--- src/spb_pkg.sv ---
// Constants and types for the sequential program-counter break unit.
// Assumes one 125 MHz clock and a fetch stream presented one fetch per cycle.
// Behaviour
// - Three address channels, first, second and third, each compare fetch addresses.
// - Third channel also holds an execution count needed before it triggers.
// - Comparison covers the whole code space, independent of any software break area.
// - Two-bit mode: 0 independent, 1 third count, 2 second-third, 3 first-second-third.
// - Independent mode: any channel hit breaks alone; the count is ignored.
// - Break halts the core before the matched instruction executes.
// - Third count mode breaks after the programmed number of third fetches only.
// - Second-third mode counts third fetches only after a second-channel hit.
// - First-second-third mode needs first then second hit before counting third.
// - Counted modes never break before the third fetch count reaches the programmed value.
// - Each channel holds one address; a new write replaces the old one.
package spb_pkg;
  localparam int         ADDR_W = 24;
  localparam int         REG_AW = 8;
  localparam logic [7:0] OFS_CTRL     = 8'h00;
  localparam logic [7:0] OFS_ADDR1    = 8'h04;
  localparam logic [7:0] OFS_ADDR2    = 8'h08;
  localparam logic [7:0] OFS_ADDR3    = 8'h0c;
  localparam logic [7:0] OFS_COUNT    = 8'h10;
  localparam logic [7:0] OFS_PROGRESS = 8'h14;
  localparam logic [7:0] OFS_IRQ_STAT = 8'h18;
  localparam logic [7:0] OFS_IRQ_CLR  = 8'h1c;
  localparam logic [7:0] OFS_IRQ_EN   = 8'h20;
  localparam int CTRL_MODE_LSB = 0;
  localparam int CTRL_EN_LSB   = 2;
  localparam int IRQ_BRK_BIT   = 0;
  localparam int IRQ_ARM_BIT   = 1;
  localparam int PROG_CNT_LSB  = 8;
  localparam logic [4:0] CTRL_RESET = 5'h00;
  localparam int CLK_PERIOD_NS = 8;

  typedef enum logic [1:0] {
    MODE_INDEP = 2'h0,
    MODE_CNT3  = 2'h1,
    MODE_SEQ23 = 2'h2,
    MODE_SEQ13 = 2'h3
  } spb_mode_t;

  typedef enum logic [2:0] {
    SEQ_IDLE  = 3'h1,
    SEQ_FIRST = 3'h2,
    SEQ_ARMED = 3'h4
  } spb_seq_t;

  typedef struct packed {
    logic              valid;
    logic [ADDR_W-1:0] addr;
  } spb_fetch_t;

  typedef struct packed {
    logic              wr;
    logic              rd;
    logic [REG_AW-1:0] addr;
    logic [31:0]       wdata;
  } spb_bus_t;
endpackage : spb_pkg

--- src/spb_break_unit.sv ---
// Sequential program-counter break unit with register port and interrupt.
// Assumes fetches arrive synchronous to i_mclk and the core stalls the
// fetched instruction in the same cycle that o_halt_req is high.
//
// The address map and the plain strobed port are this design's own decisions.
`timescale 1ns/1ps
module spb_break_unit #(
  parameter int CNT_W = 16
) (
  input  wire logic                i_mclk,
  input  wire logic                i_rst,
  input  wire spb_pkg::spb_fetch_t i_fetch,
  input  wire logic                i_run_start,
  input  wire spb_pkg::spb_bus_t   i_bus,
  output logic [31:0]              o_rdata,
  output logic                     o_halt_req,
  output logic                     o_irq
);
  // Counter field of the progress register spans bits 31:8, so 24 bits at most
  if (CNT_W < 1 || CNT_W > 24) begin : g_bad_cnt_w
    $error("CNT_W must be 1..24");
  end

  logic [4:0]                  ctrl;
  logic [spb_pkg::ADDR_W-1:0]  addr1;
  logic [spb_pkg::ADDR_W-1:0]  addr2;
  logic [spb_pkg::ADDR_W-1:0]  addr3;
  logic [CNT_W-1:0]            count;
  logic [CNT_W-1:0]            fetch_cnt;
  logic [1:0]                  irq_stat;
  logic [1:0]                  irq_en;
  spb_pkg::spb_seq_t           seq;
  spb_pkg::spb_seq_t           next_seq;
  logic [CNT_W-1:0]            next_cnt;

  function automatic logic chan_hit(input logic en, input logic [spb_pkg::ADDR_W-1:0] want,
                                    input spb_pkg::spb_fetch_t f);
    chan_hit = en && f.valid && (f.addr == want);
  endfunction : chan_hit

  function automatic logic sel(input spb_pkg::spb_bus_t b, input logic [7:0] ofs);
    sel = (b.addr == ofs);
  endfunction : sel

  wire spb_pkg::spb_mode_t mode = spb_pkg::spb_mode_t'(ctrl[spb_pkg::CTRL_MODE_LSB +: 2]);
  wire [2:0] chan_en = ctrl[spb_pkg::CTRL_EN_LSB +: 3];

  // Full-width compare: no area bits participate
  wire hit1 = chan_hit(chan_en[0], addr1, i_fetch);
  wire hit2 = chan_hit(chan_en[1], addr2, i_fetch);
  wire hit3 = chan_hit(chan_en[2], addr3, i_fetch);

  wire counting  = (mode == spb_pkg::MODE_CNT3) || (seq == spb_pkg::SEQ_ARMED);
  wire count_hit = (mode != spb_pkg::MODE_INDEP) && counting && hit3;
  wire count_met = (fetch_cnt == count);
  wire brk_indep = (mode == spb_pkg::MODE_INDEP) && (hit1 || hit2 || hit3);
  wire brk_count = count_hit && count_met;
  wire brk       = brk_indep || brk_count;

  // Combinational so the core stalls the very fetch that matched
  assign o_halt_req = brk;

  wire wr_ctrl = i_bus.wr && sel(i_bus, spb_pkg::OFS_CTRL);
  wire restart = i_run_start || brk || wr_ctrl;

  always_comb begin
    next_seq = seq;
    case (seq)
      spb_pkg::SEQ_IDLE: begin
        if (mode == spb_pkg::MODE_SEQ23 && hit2) begin
          next_seq = spb_pkg::SEQ_ARMED;
        end else if (mode == spb_pkg::MODE_SEQ13 && hit1) begin
          next_seq = spb_pkg::SEQ_FIRST;
        end
      end
      spb_pkg::SEQ_FIRST: begin
        if (hit2) begin
          next_seq = spb_pkg::SEQ_ARMED;
        end
      end
      spb_pkg::SEQ_ARMED: next_seq = spb_pkg::SEQ_ARMED;
      default:            next_seq = spb_pkg::SEQ_IDLE;
    endcase
    if (restart) begin
      next_seq = spb_pkg::SEQ_IDLE;
    end
  end

  // Saturate rather than wrap so a large count never breaks early
  wire cnt_full = &fetch_cnt;
  always_comb begin
    next_cnt = fetch_cnt;
    if (restart) begin
      next_cnt = '0;
    end else if (count_hit && !cnt_full) begin
      next_cnt = fetch_cnt + 1'b1;
    end
  end

  wire armed_evt = (seq != spb_pkg::SEQ_ARMED) && (next_seq == spb_pkg::SEQ_ARMED);
  wire [1:0] irq_set = {armed_evt, brk};
  wire [1:0] irq_clr = (i_bus.wr && sel(i_bus, spb_pkg::OFS_IRQ_CLR)) ? i_bus.wdata[1:0] : 2'h0;

  always_ff @(posedge i_mclk or posedge i_rst) begin
    if (i_rst) begin
      seq       <= spb_pkg::SEQ_IDLE;
      fetch_cnt <= '0;
      irq_stat  <= 2'h0;
    end else begin
      seq       <= next_seq;
      fetch_cnt <= next_cnt;
      // Set wins over a clear in the same cycle
      irq_stat  <= (irq_stat & ~irq_clr) | irq_set;
    end
  end

  always_ff @(posedge i_mclk or posedge i_rst) begin
    if (i_rst) begin
      ctrl   <= spb_pkg::CTRL_RESET;
      addr1  <= '0;
      addr2  <= '0;
      addr3  <= '0;
      count  <= '0;
      irq_en <= 2'h0;
    end else if (i_bus.wr) begin
      if (wr_ctrl) ctrl <= i_bus.wdata[4:0];
      // A channel holds one address; rewriting replaces it
      if (sel(i_bus, spb_pkg::OFS_ADDR1)) addr1 <= i_bus.wdata[spb_pkg::ADDR_W-1:0];
      if (sel(i_bus, spb_pkg::OFS_ADDR2)) addr2 <= i_bus.wdata[spb_pkg::ADDR_W-1:0];
      if (sel(i_bus, spb_pkg::OFS_ADDR3)) addr3 <= i_bus.wdata[spb_pkg::ADDR_W-1:0];
      if (sel(i_bus, spb_pkg::OFS_COUNT)) count <= i_bus.wdata[CNT_W-1:0];
      if (sel(i_bus, spb_pkg::OFS_IRQ_EN)) irq_en <= i_bus.wdata[1:0];
    end
  end

  wire [31:0] progress = (32'(fetch_cnt) << spb_pkg::PROG_CNT_LSB) | 32'(seq);
  logic [31:0] rd_mux;
  always_comb begin
    rd_mux = 32'h0;
    case (i_bus.addr)
      spb_pkg::OFS_CTRL:     rd_mux = {27'h0, ctrl};
      spb_pkg::OFS_ADDR1:    rd_mux = {8'h00, addr1};
      spb_pkg::OFS_ADDR2:    rd_mux = {8'h00, addr2};
      spb_pkg::OFS_ADDR3:    rd_mux = {8'h00, addr3};
      spb_pkg::OFS_COUNT:    rd_mux = {{(32-CNT_W){1'b0}}, count};
      spb_pkg::OFS_PROGRESS: rd_mux = progress;
      spb_pkg::OFS_IRQ_STAT: rd_mux = {30'h0, irq_stat};
      spb_pkg::OFS_IRQ_EN:   rd_mux = {30'h0, irq_en};
      default:               rd_mux = 32'h0;
    endcase
  end

  always_ff @(posedge i_mclk or posedge i_rst) begin
    if (i_rst) begin
      o_rdata <= 32'h0;
    end else begin
      o_rdata <= i_bus.rd ? rd_mux : 32'h0;
    end
  end

  assign o_irq = |(irq_stat & irq_en);
endmodule : spb_break_unit

--- config.mk ---
export PLATFORM = sky130hd
export DESIGN_NAME = spb_break_unit
export DESIGN_NICKNAME = d
export VERILOG_FILES = /design/src/spb_pkg.sv /design/src/spb_break_unit.sv
export SDC_FILE = /design/constraint.sdc
export NUM_CORES = 1
export LEC_CHECK = 0
export BUFFER_PORTS_ARGS = -buffer_cell sky130_fd_sc_hd__buf_2
export CAP_MARGIN = 20
export CORE_UTILIZATION = 52
export DETAILED_ROUTE_END_ITERATION = 8
export GPL_TIMING_DRIVEN = 0
export PLACE_DENSITY_LB_ADDON = 0.1
export SYNTH_ARGS = -nofsm -noshare
export SYNTH_HDL_FRONTEND = slang
export SYNTH_SLANG_ARGS = --single-unit
--- constraint.sdc ---
create_clock -name i_mclk -period 4.4 [get_ports i_mclk]
set_input_delay 0.66 -clock i_mclk [delete_from_list [all_inputs] [get_ports i_mclk]]
set_output_delay 0.66 -clock i_mclk [all_outputs]
set_load 0.01 [all_outputs]
==> results_dict.tcl <==
set metrics [dict create \
    cp_cell_sequence "xnor2_1, nand4_1, or4_1, buf_2, nor3_1, o31ai_1, nand2_1, buf_2" \
    gr-usage-met1 0.427 \
    grt_pass1_wl_um 33000 \
    clockBufferDepth 2 \
    pwr-share-seq 0.453 \
    path_class "flip-flop to output pin" \
    crit_family "simple AND/OR/NAND/NOR gates" \
    final.setup_skew_ns 0.00914 \
    post_cts_resized 0 \
    io_pins 104 \
    rows 42 \
    status "completed" \
    switching_share 0.259 \
    hold_path.class "input port to async pin" \
    met2_usage 0.481 \
    antenna_found_initial 0 \
    ys_warn_count 0 \
    placedInstanceArea_sq_mm 0.00787 \
    worstPathMaxFanout 8 \
    syn2layout_area_growth_pct 19.1 \
    p_comb_frac 0.081 \
    use_met3 0.0886 \
    pre_cts_ws_ns 0.921 \
    ant_nets 0 \
    cts_hold_buf 0 \
    setup_slack_ns 1.07 \
    fin_cells 936 \
    grt_usage 0.319 \
    cts_made_buffers 17 \
    first_iter_violations 719 \
    slowest_stage "or4_1" \
    grt_start_max_net_pins 36 \
    total_power_mw 3.03 \
    port_buffers 85 \
    path_buf_inv 2 \
    critPathCaptureType "output pin" \
    netlist-cell-type-count 46 \
    fp.dieW_um 119 \
    final_common_cell "dfrtp_1" \
    fin_crit_sh 0.757 \
    tritoncts "yes" \
    drv_slew 0 \
    rsz0062_at_grt "no" \
    ir_drop_mv 0.497 \
    cts_setup_buffers 0 \
    maxCapViolations 0 \
    post-route-drc-count 0 \
    cts.sinks 140 \
    hold_slack_ns 0.328 \
    antenna_cells 0 \
    dieArea_sq_mm 0.0141 \
    finish.utilization 0.636 \
    root_buffer "clkbuf_16" \
    ys_ff_latch 140 \
    fin_nets 818 \
    core_area_sq_mm 0.0133 \
    critPathLaunchType "flip-flop" \
    synth_area_sq_mm 0.00710 \
    clk_latency_ns 0.43 \
    gp_congestion 0.931 \
    wl_per_cell_um 22.8 \
    yosysTopAreaCellShare 0.490 \
    synth_area_leader_cell "dfrtp_1" \
    yosys-top-cells-area "dfrtp_1 49%, mux2_2 13%, xnor2_1 6.2%" \
    path_common_cell "buf_2" \
    gr-total-overflow 0 \
    drt_wl_total_um 21300 \
    fin_area_sq_mm 0.00846 \
    slew-limit-headroom 0.394 \
    crit_required_ns 3.74 \
    die-height_um 119 \
    synth-edff-count 0 \
    ys_seq_area_frac 0.494 \
    path_clk_slew_ns 0.06 \
    synth_area_per_cell_sq_um 11.3 \
    grt.busiest_layer "met2" \
    worstPathArrival_ns 2.67 \
    leakage_nw 3.88 \
    synth_ff_type "dfrtp_1" \
    p_per_area_mw_per_mm2 359 \
    hold_viol 0 \
    async_flop_share 1.00 \
    p_clk_frac 0.466 \
    post-place-cells 903 \
    drive_above_1_share 0.292 \
    synth_cells 630 \
    htreeDepth 4 \
    setup_viol 0 \
    dr_total_vias 5784 \
    grt_pass1_vias 5722 \
    p_int_mw 2.25 \
    dpl.hpwl_um 15700 \
    final_cell_mix "139 x dfrtp_1, 87 x buf_2, 83 x mux2_2" \
    fin_setup_tns_ns 0 \
    fmax_mhz 300 \
    dr.pass1.iters 8 \
    post-route-min-period_ns 3.33 \
    via_per_inst 6.18 \
    worst_pin_slew_ns 0.902 \
    start_util 0.534 \
    netSwitchingPower_mw 0.786 \
    slowest_delay_ns 0.56 \
]
[cell families after synthesis]
logic type,synth area share
compound gates,0.105
buf+inv,0.0289
other cells,0.000528
mux,0.137
flops,0.494
xor+xnor,0.116
fa+ha+maj,0.00176
simple gates,0.117
[synth_stat cells, types with 8 or more instances]
master    instances
buf_4             8
clkbuf_1         26
nand2_1          48
a222oi_1         24
mux2_2           83
a21oi_1          28
nand3_1          13
or3_1             8
nor4_1           15
a22oi_1          12
nor3_1           17
xnor2_1          50
nor2_1           13
or4_1            11
o21ai_0          15
dfrtp_1         139
xor2_1           44
nand4_1          13
a211oi_1          9
[power by group through the flow]
| stage | registers (mW) | clock network [mW] | logic [mW] |
|---|---|---|---|
| after floorplan | 1.38 | 0 | 0.140 |
| after global placement | 1.39 | 0 | 0.230 |
| after detailed placement | 1.40 | 0 | 0.244 |
| after CTS | 1.37 | 1.42 | 0.245 |
| after global routing | 1.38 | 1.47 | 0.267 |
| final | 1.37 | 1.41 | 0.247 |
[worst register-to-register path: cells and delay by family (launching register included)]
kind,cells,cell delay [ns]
xor gates and xnor gates,1,0.28
and+or+nand+nor,4,1.10
AOI/OAI and AO/OA,1,0.18
buffers and inverters,3,1.01
DFF,1,0.40
[metal layers]
layer | routed length [um] | share of wire | up-vias
met1 | 9000 | 0.42 | 2862
met3 | 1850 | 0.087 | 45
li1 | - | - | 2560
met5 | 0 | 0 | -
met4 | 719 | 0.034 | 0
met2 | 9750 | 0.46 | 317
[registers in the layout (all words and copies together) (netlist names)]
signal and count:
addr1 24, addr2 24, addr3 24, count 16
ctrl 5, fetch_cnt 16, irq_en 2, irq_stat 2
o_rdata 24, seq 3
[path summary, 6_finish.rpt]
check                                      start                        to  slack [ns]  cells after the start
max reg2reg                 addr3[5]$_DFFE_PP0P_          seq[2]$_DFF_PP0_        1.29                      9
min in group i_mclk                    i_bus[22]     addr3[22]$_DFFE_PP0P_        0.49                      2
min reg2reg                irq_en[1]$_DFFE_PP0P_     irq_en[1]$_DFFE_PP0P_        0.52                      2
min                                        i_rst  fetch_cnt[2]$_DFFE_PP0P_        0.33                      2
max                         addr3[5]$_DFFE_PP0P_                o_halt_req        1.07                      8
max in group asynchronous                  i_rst          seq[0]$_DFF_PP1_        3.23                      4
[final cells by class]
class,count,area [sq um]
plain buffers,38,183
fillers,1065,4840
flip-flops and latches,140,3500
well taps,176,220
clock buffers,19,443
multi-input cells,453,3420
inverters,6,26.3
repair buffers,91,524
clock inverters,13,134
Note: power is estimated with default switching activity, not from simulation.
